## config.mk

```make
export PLATFORM = sky130hd
export DESIGN_NAME = ims_master
export DESIGN_NICKNAME = d
export VERILOG_FILES = /design/src/verilog/ims_pkg.sv /design/src/verilog/ims_sync.sv /design/src/verilog/ims_rate.sv /design/src/verilog/ims_master.sv
export VERILOG_INCLUDE_DIRS = /design/src /design/src/verilog
export SDC_FILE = /design/constraint.sdc
export NUM_CORES = 1
export LEC_CHECK = 0
export BUFFER_PORTS_ARGS = -buffer_cell sky130_fd_sc_hd__buf_2
export CORE_AREA = 4 4 102 104
export CTS_BUF_LIST = sky130_fd_sc_hd__clkbuf_16
export CTS_CLUSTER_DIAMETER = 50
export DETAILED_ROUTE_END_ITERATION = 8
export DIE_AREA = 0 0 106 108
export PLACE_DENSITY = 0.83
export SLEW_MARGIN = 0
export SYNTH_ARGS = -nofsm -noshare
export SYNTH_HDL_FRONTEND = slang
export SYNTH_HIERARCHICAL = 1
export SYNTH_SLANG_ARGS = --single-unit
```

## constraint.sdc

```tcl
create_clock -name clk_in -period 3.7 [get_ports clk_in]
set_input_delay 0 -clock clk_in [delete_from_list [all_inputs] [get_ports clk_in]]
set_output_delay 0 -clock clk_in [all_outputs]
set_load 0.01 [all_outputs]
```

## src/verilog/ims_map.svh

```systemverilog
`ifndef IMS_MAP_SVH
`define IMS_MAP_SVH
// Register byte offsets.
`define IMS_OFF_BUFFER 8'h00
`define IMS_OFF_ADDR 8'h04
`define IMS_OFF_CTRL2 8'h08
`define IMS_OFF_STATUS 8'h0C
`define IMS_OFF_FLAGS 8'h10
// Control register 2 fields.
`define IMS_C2_START 0
`define IMS_C2_RESTART 1
`define IMS_C2_RECEIVE 3
`define IMS_C2_ACKSEQ 4
`define IMS_C2_ACKVAL 5
`define IMS_C2_ACK_RECEIVED_STATUS 6
// Status register fields.
`define IMS_ST_FULL 0
`define IMS_ST_START_SEEN 3
// Flag register fields (write one to clear).
`define IMS_FL_WRITE_COLLISION 0
`define IMS_FL_OVF 1
`define IMS_FL_PORT 2
`define IMS_FL_BCOL 3
// Reset values.
`define IMS_ADDR_RESET 7'h09
// Rate counter ticks twice per instruction cycle; an instruction cycle is 4 clocks.
`define IMS_TICK_DIV 2
`define IMS_TCY_CLKS 4
// Write-collision window of two instruction cycles, in clocks.
`define IMS_WRITE_COLLISION_TCY 2
`define IMS_WRITE_COLLISION_CLKS (`IMS_WRITE_COLLISION_TCY * `IMS_TCY_CLKS)
`endif

```

## src/verilog/ims_pkg.sv

```systemverilog
package ims_pkg;
   typedef enum logic [3:0] {
      IMS_IDLE = 4'h0,
      IMS_ST_WAIT = 4'h1,
      IMS_ST_HOLD = 4'h2,
      IMS_RS_LOW = 4'h3,
      IMS_RS_SDA = 4'h4,
      IMS_RS_RISE = 4'h5,
      IMS_RS_HIGH = 4'h6,
      IMS_RS_HOLD = 4'h7,
      IMS_BIT_LOW = 4'h8,
      IMS_BIT_RISE = 4'h9,
      IMS_BIT_HIGH = 4'hA,
      IMS_AK_LOW = 4'hB,
      IMS_AK_RISE = 4'hC,
      IMS_AK_HIGH = 4'hD
   } ims_state_type;
endpackage

```

## src/verilog/ims_sync.sv

```systemverilog
`timescale 1ns/1ps
// Two-flop synchroniser for one line from outside the clock domain.
module ims_sync (
   // Clock and reset.
   input wire logic clk_in,
   input wire logic rst_in,
   // Asynchronous level in, synchronised level out.
   input wire logic async_in,
   output logic sync_out
);
   logic meta_reg;

   // The first flop feeds only the second.
   always_ff @(posedge clk_in) begin
      if (rst_in) begin
         meta_reg <= 1'b1;
         sync_out <= 1'b1;
      end else begin
         meta_reg <= async_in;
         sync_out <= meta_reg;
      end
   end
endmodule

```

## src/verilog/ims_rate.sv

```systemverilog
`timescale 1ns/1ps
// Reload-and-count rate counter advanced by a tick enable.
module ims_rate #(
   parameter int WIDTH = 7
) (
   // Clock and reset.
   input wire logic clk_in,
   input wire logic rst_in,
   // Control.
   input wire logic tick_in,
   input wire logic load_in,
   input wire logic run_in,
   input wire logic [WIDTH-1:0] reload_in,
   // Timeout pulse on a tick at zero; the owner reads it only while running.
   output logic done_out
);
   logic [WIDTH-1:0] count_reg;
   logic zero;

   assign zero = (count_reg == '0);
   assign done_out = tick_in && zero;

   // Counts down to zero and holds there until the owner loads it again.
   always_ff @(posedge clk_in) begin
      if (rst_in) begin
         count_reg <= '0;
      end else if (load_in) begin
         count_reg <= reload_in;
      end else if (run_in && tick_in && !zero) begin
         count_reg <= count_reg - 1'b1;
      end
   end
endmodule

```

## src/verilog/ims_master.sv

```systemverilog
`timescale 1ns/1ps
`include "ims_map.svh"
// Summary of operation
// - Released SCL stalls counter until seen high.
// - SCL high lasts a full period.
// - Start request with idle lines runs counter.
// - SDA low under high SCL sets start.
// - Second period ends start; request clears.
// - Start collision flags and returns idle.
// - Buffer write during events sets write collision.
// - Low control bits locked during start.
// - Restart pulls SCL low, releases SDA.
// - Restart holds high, then SDA low.
// - Start seen early, port flag after timeout.
// - Restart ignored unless port idle.
// - Restart collision on low SDA or SCL.
// - Buffer write transmits, one period per phase.
// - Eighth fall clears full, releases SDA.
// - Ninth fall samples acknowledge status.
// - After ninth clock flag, hold SCL low.
// - Write while shifting collides; early rewrite updates.
// - Receive request ignored unless idle.
// - Receive toggles SCL, stores byte, flags.
// - Read clears full; unread byte overflows.
// - Counter reloads seven bits, ticks twice per cycle.
// - Ack sequence drives value, one clock pulse.
module ims_master (
   // Clock and reset.
   input wire logic clk_in,
   input wire logic rst_in,
   // AXI4-Lite write channels.
   input wire logic [7:0] s_axi_awaddr_in,
   input wire logic s_axi_awvalid_in,
   output logic s_axi_awready_out,
   input wire logic [31:0] s_axi_wdata_in,
   input wire logic [3:0] s_axi_wstrb_in,
   input wire logic s_axi_wvalid_in,
   output logic s_axi_wready_out,
   output logic [1:0] s_axi_bresp_out,
   output logic s_axi_bvalid_out,
   input wire logic s_axi_bready_in,
   // AXI4-Lite read channels.
   input wire logic [7:0] s_axi_araddr_in,
   input wire logic s_axi_arvalid_in,
   output logic s_axi_arready_out,
   output logic [31:0] s_axi_rdata_out,
   output logic [1:0] s_axi_rresp_out,
   output logic s_axi_rvalid_out,
   input wire logic s_axi_rready_in,
   // Open-drain bus lines; enable high pulls the line low.
   input wire logic scl_in,
   output logic scl_out,
   output logic scl_oe_out,
   input wire logic sda_in,
   output logic sda_out,
   output logic sda_oe_out
);
   import ims_pkg::*;

   ims_state_type state_reg, state_next;
   logic scl_s, sda_s;
   logic [1:0] div_reg;
   logic tick, done, load, run;
   logic [6:0] addr_reg;
   logic [7:0] buf_reg, shift_reg;
   logic [3:0] bit_reg;
   logic rx_reg;
   logic start_rq_reg, restart_rq_reg, recv_rq_reg, ackseq_reg, ackval_reg, ack_received_status_reg;
   logic full_reg, sseen_reg, write_collision_reg, ovf_reg, pirq_reg, bcol_reg;
   logic scl_low_reg, sda_low_reg;
   logic [3:0] wwin_reg;
   logic aw_hold_reg, w_hold_reg;
   logic [7:0] aw_addr_reg;
   logic [31:0] w_data_reg;
   logic [3:0] w_strb_reg;
   logic wr_go, rd_go, lane0;
   logic wr_buf, wr_addr, wr_c2, wr_flags, rd_buf;
   logic idle, in_start, busy_shift;
   logic set_write_collision, set_bcol, set_pirq, set_sseen, set_ovf, set_full, clr_full;
   logic clr_start, clr_restart, clr_recv, clr_ack, ack_sample, rx_store;
   logic [31:0] rd_mux;

   // Pin synchronisers.
   ims_sync u_scl_sync (
      .clk_in(clk_in),
      .rst_in(rst_in),
      .async_in(scl_in),
      .sync_out(scl_s)
   );
   ims_sync u_sda_sync (
      .clk_in(clk_in),
      .rst_in(rst_in),
      .async_in(sda_in),
      .sync_out(sda_s)
   );

   // Rate counter, ticking every second clock.
   ims_rate #(.WIDTH(7)) u_rate (
      .clk_in(clk_in),
      .rst_in(rst_in),
      .tick_in(tick),
      .load_in(load),
      .run_in(run),
      .reload_in(addr_reg),
      .done_out(done)
   );

   assign tick = (div_reg == 2'(`IMS_TICK_DIV - 1));

   // Bus handshake decode: take a write once address and data are both held.
   assign s_axi_awready_out = !aw_hold_reg && !s_axi_bvalid_out;
   assign s_axi_wready_out = !w_hold_reg && !s_axi_bvalid_out;
   assign s_axi_arready_out = !s_axi_rvalid_out;
   assign wr_go = aw_hold_reg && w_hold_reg && !s_axi_bvalid_out;
   assign rd_go = s_axi_arvalid_in && s_axi_arready_out;
   assign lane0 = w_strb_reg[0];
   assign wr_buf = wr_go && lane0 && (aw_addr_reg == `IMS_OFF_BUFFER);
   assign wr_addr = wr_go && lane0 && (aw_addr_reg == `IMS_OFF_ADDR);
   assign wr_c2 = wr_go && lane0 && (aw_addr_reg == `IMS_OFF_CTRL2);
   assign wr_flags = wr_go && lane0 && (aw_addr_reg == `IMS_OFF_FLAGS);
   assign rd_buf = rd_go && (s_axi_araddr_in == `IMS_OFF_BUFFER);

   // Sequencer status decode.
   assign idle = (state_reg == IMS_IDLE);
   assign in_start = (state_reg == IMS_ST_WAIT) || (state_reg == IMS_ST_HOLD)
                     || (restart_rq_reg && !idle);
   assign busy_shift = (state_reg inside {IMS_BIT_LOW, IMS_BIT_RISE, IMS_BIT_HIGH})
                       && !rx_reg;

   // Register read multiplexer; unmapped addresses read zero.
   assign rd_mux =
      (s_axi_araddr_in == `IMS_OFF_BUFFER) ? {24'h000000, buf_reg} :
      (s_axi_araddr_in == `IMS_OFF_ADDR) ? {25'h0000000, addr_reg} :
      (s_axi_araddr_in == `IMS_OFF_CTRL2) ? {25'h0000000, ack_received_status_reg, ackval_reg,
         ackseq_reg, recv_rq_reg, 1'b0, restart_rq_reg, start_rq_reg} :
      (s_axi_araddr_in == `IMS_OFF_STATUS) ? {28'h0000000, sseen_reg, 2'b00, full_reg} :
      (s_axi_araddr_in == `IMS_OFF_FLAGS) ? {28'h0000000, bcol_reg, pirq_reg, ovf_reg,
         write_collision_reg} : 32'h00000000;

   // Write collision: any buffer write outside idle, including the early rewrite window.
   assign set_write_collision = wr_buf && !idle;

   // Next-state and action logic of the sequencer.
   always_comb begin
      state_next = state_reg;
      load = 1'b0;
      run = 1'b0;
      set_bcol = 1'b0;
      set_pirq = 1'b0;
      set_sseen = 1'b0;
      clr_start = 1'b0;
      clr_restart = 1'b0;
      clr_recv = 1'b0;
      clr_ack = 1'b0;
      clr_full = 1'b0;
      ack_sample = 1'b0;
      rx_store = 1'b0;
      case (state_reg)
         IMS_IDLE: begin
            if (start_rq_reg) begin
               if (scl_s && sda_s) begin
                  load = 1'b1;
                  state_next = IMS_ST_WAIT;
               end else begin
                  set_bcol = 1'b1;
                  clr_start = 1'b1;
               end
            end else if (restart_rq_reg) begin
               if (!scl_s) begin
                  load = 1'b1;
                  state_next = IMS_RS_SDA;
               end
            end else if (recv_rq_reg || (wr_buf && !full_reg) || ackseq_reg) begin
               load = 1'b1;
               state_next = ackseq_reg ? IMS_AK_LOW : IMS_BIT_LOW;
            end
         end
         IMS_ST_WAIT: begin
            run = 1'b1;
            if (!scl_s || !sda_s) begin
               set_bcol = 1'b1;
               clr_start = 1'b1;
               state_next = IMS_IDLE;
            end else if (done) begin
               load = 1'b1;
               set_sseen = 1'b1;
               state_next = IMS_ST_HOLD;
            end
         end
         IMS_ST_HOLD: begin
            run = 1'b1;
            if (done) begin
               clr_start = 1'b1;
               set_pirq = 1'b1;
               state_next = IMS_IDLE;
            end
         end
         IMS_RS_SDA: begin
            run = 1'b1;
            if (done) begin
               if (sda_s) begin
                  state_next = IMS_RS_RISE;
               end else begin
                  set_bcol = 1'b1;
                  clr_restart = 1'b1;
                  state_next = IMS_IDLE;
               end
            end
         end
         IMS_RS_RISE: begin
            if (scl_s) begin
               if (!sda_s) begin
                  set_bcol = 1'b1;
                  clr_restart = 1'b1;
                  state_next = IMS_IDLE;
               end else begin
                  load = 1'b1;
                  state_next = IMS_RS_HIGH;
               end
            end
         end
         IMS_RS_HIGH: begin
            run = 1'b1;
            if (!scl_s) begin
               set_bcol = 1'b1;
               clr_restart = 1'b1;
               state_next = IMS_IDLE;
            end else if (done) begin
               load = 1'b1;
               set_sseen = 1'b1;
               state_next = IMS_RS_HOLD;
            end
         end
         IMS_RS_HOLD: begin
            run = 1'b1;
            if (done) begin
               clr_restart = 1'b1;
               set_pirq = 1'b1;
               state_next = IMS_IDLE;
            end
         end
         IMS_BIT_LOW, IMS_AK_LOW: begin
            run = 1'b1;
            if (done) begin
               state_next = (state_reg == IMS_AK_LOW) ? IMS_AK_RISE : IMS_BIT_RISE;
            end
         end
         IMS_BIT_RISE, IMS_AK_RISE: begin
            if (scl_s) begin
               load = 1'b1;
               state_next = (state_reg == IMS_AK_RISE) ? IMS_AK_HIGH : IMS_BIT_HIGH;
            end
         end
         IMS_BIT_HIGH: begin
            run = 1'b1;
            if (!rx_reg && !sda_low_reg && !sda_s && bit_reg < 4'h8) begin
               set_bcol = 1'b1; // arbitration loss on a transmitted one
               clr_full = 1'b1;
               state_next = IMS_IDLE;
            end else if (done) begin
               if (rx_reg && bit_reg == 4'h7) begin
                  rx_store = 1'b1;
                  clr_recv = 1'b1;
                  set_pirq = 1'b1;
                  state_next = IMS_IDLE;
               end else if (!rx_reg && bit_reg == 4'h8) begin
                  ack_sample = 1'b1;
                  set_pirq = 1'b1;
                  state_next = IMS_IDLE;
               end else begin
                  load = 1'b1;
                  clr_full = !rx_reg && (bit_reg == 4'h7);
                  state_next = IMS_BIT_LOW;
               end
            end
         end
         IMS_AK_HIGH: begin
            run = 1'b1;
            if (done) begin
               clr_ack = 1'b1;
               state_next = IMS_IDLE;
            end
         end
         default: begin
            state_next = IMS_IDLE;
         end
      endcase
   end

   assign set_full = (idle && wr_buf && !full_reg && !start_rq_reg && !restart_rq_reg
                     && !recv_rq_reg && !ackseq_reg) || rx_store;
   assign set_ovf = rx_store && full_reg;

   // Tick divider.
   always_ff @(posedge clk_in) begin
      if (rst_in) begin
         div_reg <= 2'b00;
      end else begin
         div_reg <= tick ? 2'b00 : div_reg + 2'b01;
      end
   end

   // Sequencer state, bit counter, shifter and line drivers.
   always_ff @(posedge clk_in) begin
      if (rst_in) begin
         state_reg <= IMS_IDLE;
         bit_reg <= 4'h0;
         rx_reg <= 1'b0;
         shift_reg <= 8'h00;
         scl_low_reg <= 1'b0;
         sda_low_reg <= 1'b0;
      end else begin
         state_reg <= state_next;
         if (idle && state_next == IMS_BIT_LOW) begin
            bit_reg <= 4'h0;
            rx_reg <= recv_rq_reg;
            shift_reg <= recv_rq_reg ? 8'h00 : s_axi_wdata_reg_byte(w_data_reg);
            scl_low_reg <= 1'b1;
            sda_low_reg <= !recv_rq_reg && !w_data_reg[7];
         end else if (idle && state_next == IMS_AK_LOW) begin
            scl_low_reg <= 1'b1;
            sda_low_reg <= !ackval_reg;
         end else if (idle && state_next == IMS_RS_SDA) begin
            sda_low_reg <= 1'b0;
         end else if (state_reg == IMS_IDLE && restart_rq_reg) begin
            scl_low_reg <= 1'b1;
         end else if (state_reg == IMS_ST_WAIT && done) begin
            sda_low_reg <= 1'b1;
         end else if (state_reg == IMS_ST_HOLD && done) begin
            scl_low_reg <= 1'b1;
         end else if (state_reg == IMS_RS_SDA && done) begin
            scl_low_reg <= 1'b0;
         end else if (state_reg == IMS_RS_HIGH && done) begin
            sda_low_reg <= 1'b1;
         end else if ((state_reg == IMS_BIT_LOW || state_reg == IMS_AK_LOW) && done) begin
            scl_low_reg <= 1'b0;
         end else if (state_reg == IMS_BIT_HIGH && done && state_next == IMS_BIT_LOW) begin
            scl_low_reg <= 1'b1;
            bit_reg <= bit_reg + 4'h1;
            if (rx_reg) begin
               shift_reg <= {shift_reg[6:0], sda_s};
            end else begin
               shift_reg <= {shift_reg[6:0], 1'b1};
               sda_low_reg <= (bit_reg < 4'h7) && !shift_reg[6];
            end
         end else if (state_reg == IMS_BIT_HIGH && done) begin
            scl_low_reg <= 1'b1;
            sda_low_reg <= 1'b0;
            if (rx_reg) begin
               shift_reg <= {shift_reg[6:0], sda_s};
            end
         end else if (state_reg == IMS_AK_HIGH && done) begin
            scl_low_reg <= 1'b1;
         end
         if (set_bcol) begin
            scl_low_reg <= 1'b0;
            sda_low_reg <= 1'b0;
         end
      end
   end

   // Byte select of the held write data.
   function automatic logic [7:0] s_axi_wdata_reg_byte(input logic [31:0] d);
      s_axi_wdata_reg_byte = d[7:0];
   endfunction

   // Control register 2 and address register; low bits locked during starts.
   always_ff @(posedge clk_in) begin
      if (rst_in) begin
         addr_reg <= `IMS_ADDR_RESET;
         start_rq_reg <= 1'b0;
         restart_rq_reg <= 1'b0;
         recv_rq_reg <= 1'b0;
         ackseq_reg <= 1'b0;
         ackval_reg <= 1'b0;
         ack_received_status_reg <= 1'b0;
      end else begin
         if (wr_addr) begin
            addr_reg <= w_data_reg[6:0];
         end
         if (wr_c2 && !in_start) begin
            start_rq_reg <= w_data_reg[`IMS_C2_START] && idle;
            restart_rq_reg <= w_data_reg[`IMS_C2_RESTART] && idle;
            recv_rq_reg <= w_data_reg[`IMS_C2_RECEIVE] && idle;
            ackseq_reg <= w_data_reg[`IMS_C2_ACKSEQ] && idle;
         end else begin
            start_rq_reg <= start_rq_reg && !clr_start;
            restart_rq_reg <= restart_rq_reg && !clr_restart;
            recv_rq_reg <= recv_rq_reg && !clr_recv && !set_bcol;
            ackseq_reg <= ackseq_reg && !clr_ack && !set_bcol;
         end
         if (wr_c2) begin
            ackval_reg <= w_data_reg[`IMS_C2_ACKVAL];
         end
         if (ack_sample) begin
            ack_received_status_reg <= sda_s;
         end
      end
   end

   // Buffer, status and sticky flags; hardware set wins over software clear.
   always_ff @(posedge clk_in) begin
      if (rst_in) begin
         buf_reg <= 8'h00;
         full_reg <= 1'b0;
         sseen_reg <= 1'b0;
         write_collision_reg <= 1'b0;
         ovf_reg <= 1'b0;
         pirq_reg <= 1'b0;
         bcol_reg <= 1'b0;
         wwin_reg <= 4'h0;
      end else begin
         wwin_reg <= (wwin_reg != 4'h0) ? wwin_reg - 4'h1 : 4'h0;
         if (set_full && wr_buf) begin
            buf_reg <= w_data_reg[7:0];
            wwin_reg <= 4'(`IMS_WRITE_COLLISION_CLKS);
         end else if (wr_buf && busy_shift && wwin_reg != 4'h0) begin
            buf_reg <= w_data_reg[7:0];
         end else if (rx_store) begin
            buf_reg <= {shift_reg[6:0], sda_s};
         end
         full_reg <= set_full || (full_reg && !clr_full && !rd_buf);
         sseen_reg <= set_sseen || (sseen_reg && !(idle && (start_rq_reg || wr_buf)));
         write_collision_reg <= set_write_collision || (write_collision_reg && !(wr_flags && w_data_reg[`IMS_FL_WRITE_COLLISION]));
         ovf_reg <= set_ovf || (ovf_reg && !(wr_flags && w_data_reg[`IMS_FL_OVF]));
         pirq_reg <= set_pirq || (pirq_reg && !(wr_flags && w_data_reg[`IMS_FL_PORT]));
         bcol_reg <= set_bcol || (bcol_reg && !(wr_flags && w_data_reg[`IMS_FL_BCOL]));
      end
   end

   // AXI4-Lite slave channel registers.
   always_ff @(posedge clk_in) begin
      if (rst_in) begin
         aw_hold_reg <= 1'b0;
         w_hold_reg <= 1'b0;
         aw_addr_reg <= 8'h00;
         w_data_reg <= 32'h00000000;
         w_strb_reg <= 4'h0;
         s_axi_bvalid_out <= 1'b0;
         s_axi_rvalid_out <= 1'b0;
         s_axi_rdata_out <= 32'h00000000;
      end else begin
         if (s_axi_awvalid_in && s_axi_awready_out) begin
            aw_hold_reg <= 1'b1;
            aw_addr_reg <= {s_axi_awaddr_in[7:2], 2'b00};
         end else if (wr_go) begin
            aw_hold_reg <= 1'b0;
         end
         if (s_axi_wvalid_in && s_axi_wready_out) begin
            w_hold_reg <= 1'b1;
            w_data_reg <= s_axi_wdata_in;
            w_strb_reg <= s_axi_wstrb_in;
         end else if (wr_go) begin
            w_hold_reg <= 1'b0;
         end
         if (wr_go) begin
            s_axi_bvalid_out <= 1'b1;
         end else if (s_axi_bready_in) begin
            s_axi_bvalid_out <= 1'b0;
         end
         if (rd_go) begin
            s_axi_rvalid_out <= 1'b1;
            s_axi_rdata_out <= rd_mux;
         end else if (s_axi_rready_in) begin
            s_axi_rvalid_out <= 1'b0;
         end
      end
   end

   assign s_axi_bresp_out = 2'b00;
   assign s_axi_rresp_out = 2'b00;
   assign scl_out = 1'b0;
   assign sda_out = 1'b0;
   assign scl_oe_out = scl_low_reg;
   assign sda_oe_out = sda_low_reg;
endmodule

```

==> results of run 1 <==
## kinds of logic (layout without fill, tap and decap cells)
group,Yosys count,count (layout)
and+or+nand+nor,229,229
AOI/OAI and AO/OA,163,163
buffers and inverters,94,113
DFF,89,89
muxes,36,36
xor gates and xnor gates,8,8
adders and majority gates,6,6
other,1,30
## worst register-to-register path: stages (launching register included)
cell and delay, ns:
dfxtp_1 0.40, inv_1 0.08, ha_1 0.21, nor2b_1 0.17, and3_2 0.24, nor2b_1 0.18, and4_1 0.41, o31ai_2 0.98
nor2_1 0.10, a211oi_1 0.25
## metrics by stage
stage / util / cell area (sq um)
final: 0.605 / 5780
after global routing: 0.605 / 5780
after CTS: 0.605 / 5780
after detailed placement: 0.552 / 5270
after global placement: 0.552 / 5270
after floorplan: - / 5190
## layer usage
metal	share of wire	track usage
met1	0.42	0.315
met2	0.48	0.424
met3	0.062	0.0442
met4	0.033	0.0990
met5	0	0
## path summary, 6_finish.rpt
path / startpoint / cells after the start / to
setup / recovery: u_rate/count_reg[0]$_SDFFE_PP0P_ / 9 / buf_reg[4]$_SDFFE_PP0P_
hold / removal: rst_in / 3 / scl_oe_out$_SDFFE_PP0P_
setup reg to reg: u_rate/count_reg[0]$_SDFFE_PP0P_ / 9 / buf_reg[4]$_SDFFE_PP0P_
hold reg to reg: u_scl_sync/meta_reg$_SDFF_PP1_ / 1 / u_scl_sync/sync_out$_SDFF_PP1_
## final cells by class
type	instances	area share
Clock buffer	9	0.0390
Timing Repair Buffer	76	0.0875
Tap cell	133	0.0288
Inverter	21	0.0136
Multi-Input combinational cell	472	0.509
Sequential cell	89	0.308
Clock inverter	7	0.0134
## synth_stat cells, types with 5 or more instances
| library cell | count |
|---|---|
| a211oi_1 | 27 |
| a21oi_1 | 42 |
| a22o_1 | 6 |
| a31oi_1 | 10 |
| and2_1 | 5 |
| buf_2 | 5 |
| buf_4 | 30 |
| clkbuf_1 | 35 |
| dfxtp_1 | 89 |
| ha_1 | 6 |
| inv_1 | 21 |
| mux2i_1 | 32 |
| nand2_1 | 24 |
| nand2b_1 | 8 |
| nand3_1 | 16 |
| nand4b_1 | 7 |
| nor2_1 | 77 |
| nor2b_1 | 14 |
| nor3_1 | 18 |
| nor4_1 | 8 |
| o21ai_0 | 31 |
| or2_1 | 5 |
| or3_1 | 7 |
| or4_1 | 7 |
| xnor2_1 | 7 |
## power breakdown
group | total (mW) | switching, mW | leakage (nW) | internal (mW)
registers | 1.04 | 0.0410 | 0.724 | 1.00
logic | 0.276 | 0.156 | 1.34 | 0.120
clock network | 0.932 | 0.403 | 0.145 | 0.529
total | 2.25 | 0.599 | 2.21 | 1.65
==> flow_summary.toml, run 1 <==
[status]
status = "completed"

[logic_synthesis]
synth_edf_count = 0
synthTopCellsByArea = "dfxtp_1, mux2i_1, nor2_1"
synth-simple-area-share = 0.243
synthArstFlopShare = 0
synth_fa_ha_area_frac = 0.0148
yosysUniqueCellTypes = 68
ys_ff_latch = 89
synth_xor_area_frac = 0.0138
yosysWarningCount = 6
synth_compound_area_frac = 0.212
syn_area_per_cell_sq_um = 8.11
ys_seq_area_frac = 0.351
synth_top_cell_area_share = 0.351
ys.flop_type = "dfxtp_1"
synth_top_family_by_area = "simple AND/OR/NAND/NOR gates"
syn-cell-area_sq_um = 5080
netlist_instances = 626
synth.area.mux_share = 0.0719
yosysTopAreaCell = "dfxtp_1"

[route]
drt-wirelength-per-cell_um = 17.2
routed_wl_um = 13900
first_pass_iters = 5
vias_per_cell = 6.02
ant_nets = 0
drtIter0Drc = 489
drc_errors = 0
route.vias.total = 4860

[global_route]
overflow = 0
grt_first_pass_wirelength_um = 23100
grt_max_degree = 85
grt_use_total = 0.249
first_global_vias = 4716
antenna_found_initial = 0

[floorplan]
dieHeight_um = 108
dieArea_sq_um = 11400
rows = 36
io_pins = 106
start_util = 0.532
die_width_um = 106
core_sq_um = 9550

[layout]
synthToLayoutAreaGrowth_pct = 13.7
antennaDiodeCount = 0
layout_commonest_cell = "dfxtp_1"
layout_common_cells = "dfxtp_1, nor2_1, buf_2"
multiInputGateArea_sq_um = 2940
nNetsFinal = 736
nFillCells = 822
fin_cells = 807
drive_above_1_share = 0.129
seqCellArea_sq_um = 1780

[clock_tree]
cts-root-buf = "clkbuf_16"
clock_path_buffers = 2
path_clk_slew_ns = 0.07
htreeDepth = 3
cts_hold_buf = 20
insertion_delay_ns = 0.34
cts_tree = "done"
clock_sinks = 89
post-cts-setup-buffers = 0
cts_resized = 0
cts_buffers = 9

[flow_run]
maxCapViolations = 0

[sta]
fin_ws_ns = 0.602
rsz0062_at_grt = "no"
drv_slew = 0
fin_crit_ns = 3.10
worst_pin_slew_ns = 1.24
finClkSkew_ns = 0.00975
tns_ns = 0
slew_headroom = 0.169
timing.final.hold_violations = 0
hold-worst-slack_ns = 0.0292
max_freq_ghz = 0.323
timing.final.crit_share = 0.837
setup_violations = 0

[place]
gp_congestion = 0.945
dp_slack_ns = 0.639
dp_cells = 771
dp_hpwl_um = 9630
io_buffer_count = 46

[critical_path]
crit_type = "flip-flop to flip-flop"
cp_top_family = "compound AO/OA/AOI/OAI gates"
end_kind = "flip-flop"
worstPathArrival_ns = 3.35
critical_path_required_ns = 3.95
critPathMaxStageDelay_ns = 0.97
cp_common_cell = "nor2b_1"
cp_cell_sequence = "inv_1, ha_1, nor2b_1, and3_2, nor2b_1, and4_1, o31ai_2, nor2_1, a211oi_1"
cp-start-kind = "flip-flop"
cp_slowest_cell = "o31ai_2"
rrSetupSlack_ns = 0.60
worst-path-max-fanout = 16
crit_buf_inv = 1

[hold_path]
hp-class = "input pin to flip-flop"

[pwr]
power.density_nw_per_um2 = 390
peakVddDrop_mv = 0.309
fin_total_pwr_mw = 2.25
leakagePower_nw = 2.21
Note: power is estimated with default switching activity, not from simulation.
==> inputs of run 2 (changes only) <==
- clock period: 3.7 -> 3.1 ns (I/O delays scaled with it)
==> run 2 against run 1 <==
Non-clock buffer count increased by 7. Largest power group unchanged. Highest routed layer unchanged. Largest cell class unchanged. Combinational power up 20%. First-iteration DRC count decreased by 3.7%. Routed wire length is 0.36% lower. Count of clock-buffer cells in the layout did not move. Maximum frequency grew 9.7%. Sequential power increased by 19%. Cell count rose by 0.87%. Critical path type unchanged. Via count up 1.7%. Clock power is 20% higher. Cell area rose by 1.0%.
==> flow_summary.toml, run 2 (synthesis results as in run 1) <==
[status]
status = "completed"

[critical_path]
crit_type = "flip-flop to flip-flop"
reg2reg_depth = 10
worst-path-max-fanout = 17
end_kind = "flip-flop"
r2r_start = "u_rate/count_reg[0]$_SDFFE_PP0P_"
worstPathArrival_ns = 3.10
cp-start-kind = "flip-flop"
critical_path_required_ns = 3.38
r2r_end = "sda_oe_out$_SDFFE_PP0P_"
rrSetupSlack_ns = 0.28

[global_route]
met1_usage = 0.299
grt-busiest-layer = "met2"
grt_util_met2 = 0.401
overflow = 0
grt_use_total = 0.241
grt_max_degree = 85
grt_first_pass_wirelength_um = 22400
antenna_found_initial = 0
met3_usage = 0.0531
first_global_vias = 4677

[sta]
max_freq_ghz = 0.354
timing.final.crit_share = 0.911
finClkSkew_ns = 0.0101
fin_crit_ns = 2.82
setup_violations = 0
rsz0062_at_grt = "no"
timing.final.hold_violations = 0
tns_ns = 0
drv_slew = 0
slew_headroom = 0.318
worst_pin_slew_ns = 1.02

[floorplan]
core_sq_um = 9550
start_util = 0.532
dieHeight_um = 108
io_pins = 106
die_width_um = 106
dieArea_sq_um = 11400
rows = 36

[flow_run]
maxCapViolations = 0

[clock_tree]
clock_path_buffers = 2
htreeDepth = 3
cts_tree = "done"
insertion_delay_ns = 0.35
cts-root-buf = "clkbuf_16"
cts_buffers = 9
clock_sinks = 89
post-cts-setup-buffers = 0
path_clk_slew_ns = 0.07

[route]
routed_wl_um = 13900
vias_per_cell = 6.07
drtIter0Drc = 471
first_pass_iters = 5
route.vias.total = 4942
drt-wirelength-per-cell_um = 17.0
ant_nets = 0
drc_errors = 0

[hold_path]
hold_path.startpoint = "s_axi_arvalid_in"
hold_end = "s_axi_rdata_out[0]$_SDFFE_PP0P_"
min_path_cells = 4
hp-class = "input pin to flip-flop"

[layout]
layout_commonest_cell = "dfxtp_1"
final_area_sq_um = 5830
antennaDiodeCount = 0
fin_cells = 814
nNetsFinal = 743
layout_common_cells = "dfxtp_1, nor2_1, buf_2"
drive_above_1_share = 0.140
synthToLayoutAreaGrowth_pct = 14.9

[pwr]
p_int_mw = 1.97
peakVddDrop_mv = 0.395
combPwrFrac = 0.123
p_seq_frac = 0.462
fin_total_pwr_mw = 2.69
power.share.switching = 0.268
switchingPower_uw = 720
clockPowerShare = 0.414
power.density_nw_per_um2 = 462
leakagePower_nw = 2.25

[place]
io_buffer_count = 46
gp_congestion = 0.964
placed_area_sq_um = 5330
dp_cells = 778
dp_hpwl_um = 9510
==> run 2: worst max-delay path by stage <==
stage                                          start                          endpoint  slack, ns  cells after the start
floorplan           u_rate/count_reg[4]$_SDFFE_PP0P_  u_rate/count_reg[5]$_SDFFE_PP0P_       0.19                     11
global placement    u_rate/count_reg[0]$_SDFFE_PP0P_  u_rate/count_reg[5]$_SDFFE_PP0P_       0.38                     12
detailed placement  u_rate/count_reg[0]$_SDFFE_PP0P_  u_rate/count_reg[5]$_SDFFE_PP0P_       0.24                     12
CTS                 u_rate/count_reg[0]$_SDFFE_PP0P_  u_rate/count_reg[5]$_SDFFE_PP0P_       0.22                     12
global route        u_rate/count_reg[0]$_SDFFE_PP0P_           bit_reg[1]$_SDFFE_PP0P_       0.06                      9
finish              u_rate/count_reg[0]$_SDFFE_PP0P_           sda_oe_out$_SDFFE_PP0P_       0.28                     10
==> run 2: metrics by stage <==
step | setup slack [ns] | hold slack (ns) | util
detailed placement | 0.239 | 0.187 | 0.558
CTS | 0.216 | 0.0109 | 0.610
finish | 0.276 | 0.0160 | 0.611
global route | 0.0605 | 0.0384 | 0.611
floorplan | 0.194 | 0.0721 | -
global placement | 0.375 | 0.181 | 0.558
==> run 2: layout make-up <==
class,count,area [sq um]
clock buffer,9,225
clock inverter,7,77.6
fill,818,3710
inverter,21,78.8
multi-input combinational,472,2950
sequential,89,1780
tap,133,166
timing repair buffer,83,558
==> run 2: timing repair <==
item	in CTS	in global routing
hold buffers	20	0
gates resized for setup	0	2
endpoints found under the setup margin	0	3
hold endpoints to repair	19	0
==> run 2: per-layer routing <==
metal / routed length, um / up-vias
met4: 400 / 0
met1: 5530 / 2317
li1: - / 2312
met2: 6690 / 272
met5: 0 / -
met3: 1240 / 41
==> run 2: power by group through the flow <==
stage / clock [mW] / sequential [mW] / combinational [mW]
after floorplan: 0 / 1.25 / 0.256
after global placement: 0 / 1.26 / 0.290
after detailed placement: 0 / 1.27 / 0.305
after CTS: 1.12 / 1.24 / 0.326
after global routing: 1.17 / 1.25 / 0.376
final: 1.12 / 1.24 / 0.332
==> run 2: worst max-delay path, stage by stage, from the launching register on <==
cell and delay, ns:
dfxtp_1 0.39, inv_1 0.09, ha_1 0.22, nor2b_1 0.17
and3_4 0.25, mux2i_1 0.14, o32ai_1 0.12, a2111oi_0 0.90
buf_4 0.25, o31ai_1 0.07, a31oi_1 0.15
==> inputs of run 3 (changes only) <==
- CORE_AREA: 4 4 102 104 -> 4 4 100 102
- CTS_BUF_LIST: sky130_fd_sc_hd__clkbuf_16 -> sky130_fd_sc_hd__clkbuf_4
- DIE_AREA: 0 0 106 108 -> 0 0 104 106
- PLACE_DENSITY: 0.83 -> 0.86
==> run 3 against run 2 <==
Worst setup slack worse by 0.0049 ns. Via count down 0.10%. Non-clock buffer count up 7. Critical path type unchanged. Largest cell class unchanged. Largest power group unchanged.
==> flow_summary.toml, run 3 (synthesis results as in run 1) <==
[status]
status = "completed"

[hold_path]
hp-class = "input pin to flip-flop"
min_path_cells = 4
hold_path.startpoint = "s_axi_wvalid_in"
hold_end = "w_data_reg[0]$_SDFFE_PP0P_"

[floorplan]
start_util = 0.558
dieHeight_um = 106
core_sq_um = 9110
dieArea_sq_um = 11000
die_width_um = 104
rows = 35
io_pins = 106

[critical_path]
reg2reg_depth = 12
critPathMaxStageDelay_ns = 0.38
r2r_start = "u_rate/count_reg[0]$_SDFFE_PP0P_"
crit_type = "flip-flop to flip-flop"
worstPathArrival_ns = 3.18
cp_cell_sequence = "inv_1, ha_1, nor2b_1, and3_2, nor2b_2, nand2_1, nor3_1, a21oi_1, o21ai_0, inv_1, and4_2, a2111oi_0"
cp_common_cell = "inv_1"
r2r_end = "u_rate/count_reg[5]$_SDFFE_PP0P_"
cp_top_family = "simple AND/OR/NAND/NOR gates"
critical_path_required_ns = 3.45
crit_buf_inv = 2
rrSetupSlack_ns = 0.27
cp_slowest_cell = "dfxtp_1"
cp-start-kind = "flip-flop"
end_kind = "flip-flop"
worst-path-max-fanout = 12

[sta]
slew_headroom = 0.385
timing.final.crit_share = 0.913
timing.final.hold_violations = 0
tns_ns = 0
max_freq_ghz = 0.353
worst_pin_slew_ns = 0.918
rsz0062_at_grt = "no"
fin_crit_ns = 2.83
fin_ws_ns = 0.271
drv_slew = 0
setup_violations = 0
finClkSkew_ns = 0.0341

[flow_run]
maxCapViolations = 0

[pwr]
fin_total_pwr_mw = 2.27
power.density_nw_per_um2 = 397
leakagePower_nw = 2.21
peakVddDrop_mv = 0.285

[global_route]
first_global_vias = 4729
grt_use_total = 0.259
grt_max_degree = 85
antenna_found_initial = 0
grt_first_pass_wirelength_um = 23500
overflow = 0

[layout]
multiInputGateArea_sq_um = 2940
layout_common_cells = "dfxtp_1, nor2_1, buf_2"
synthToLayoutAreaGrowth_pct = 12.5
nNetsFinal = 750
layout_commonest_cell = "dfxtp_1"
fin_util = 0.627
antennaDiodeCount = 0
seqCellArea_sq_um = 1780
drive_above_1_share = 0.142
nFillCells = 752

[clock_tree]
path_clk_slew_ns = 0.18
clock_sinks = 89
clock_path_buffers = 2
insertion_delay_ns = 0.47
cts_tree = "done"
post-cts-setup-buffers = 0
cts-root-buf = "clkbuf_4"
cts_buffers = 9
htreeDepth = 3

[place]
dp_hpwl_um = 9820
gp_congestion = 0.965
dp_slack_ns = 0.236
io_buffer_count = 46

[route]
ant_nets = 0
vias_per_cell = 6.18
route.vias.total = 4937
first_pass_iters = 5
drt-wirelength-per-cell_um = 17.9
drc_errors = 0
routed_wl_um = 14300
drtIter0Drc = 471
[run 3: worst min-delay path: cells and delay by family]
kind | cells | cell delay [ns]
compound gates | 1 | 0.17
simple gates | 2 | 0.28
buf+inv | 1 | 0.09
[run 3: final cells by class]
type	instances	area share
multi-input combinational	472	0.515
clock inverter	7	0.0142
tap	111	0.0243
inverter	21	0.0138
sequential	89	0.312
timing repair buffer	90	0.109
clock buffer	9	0.0118
[run 3: what timing repair did]
action	CTS	global route
endpoints found under the setup margin	0	6
hold buffers	25	0
resized for setup	0	1
hold endpoints to repair	24	0
[run 3: metal layers]
layer | global-route usage | share of wire | vias up
li1 | - | - | 2330
met1 | 0.320 | 0.42 | 2379
met2 | 0.446 | 0.50 | 203
met3 | 0.0559 | 0.069 | 25
met4 | 0.0969 | 0.020 | 0
met5 | 0 | 0 | -
[run 3: how the worst max path moves through the flow]
stage	start	slack, ns	depth (start not counted)	end
2_1_floorplan	u_rate/count_reg[4]$_SDFFE_PP0P_	0.19	11	u_rate/count_reg[5]$_SDFFE_PP0P_
3_3_place_gp	u_rate/count_reg[0]$_SDFFE_PP0P_	0.35	12	u_rate/count_reg[5]$_SDFFE_PP0P_
3_5_place_dp	u_rate/count_reg[0]$_SDFFE_PP0P_	0.24	12	u_rate/count_reg[5]$_SDFFE_PP0P_
4_1_cts	u_rate/count_reg[0]$_SDFFE_PP0P_	0.21	12	u_rate/count_reg[5]$_SDFFE_PP0P_
5_1_grt	u_rate/count_reg[0]$_SDFFE_PP0P_	0.03	12	u_rate/count_reg[5]$_SDFFE_PP0P_
6_report	u_rate/count_reg[0]$_SDFFE_PP0P_	0.27	12	u_rate/count_reg[5]$_SDFFE_PP0P_
[run 3: power by group]
group          internal [mW]  switching (mW)
Sequential              1.20          0.0476
Combinational          0.149           0.193
Clock                  0.195           0.488
[run 3: stage by stage]
stage | area [sq um] | cells | hold slack [ns]
after floorplan | 5190 | 655 | 0.0721
after global placement | 5310 | 758 | 0.182
after detailed placement | 5310 | 758 | 0.187
after CTS | 5710 | 799 | 0.0663
after global routing | 5710 | 799 | 0.101
final | 5710 | 799 | 0.0990
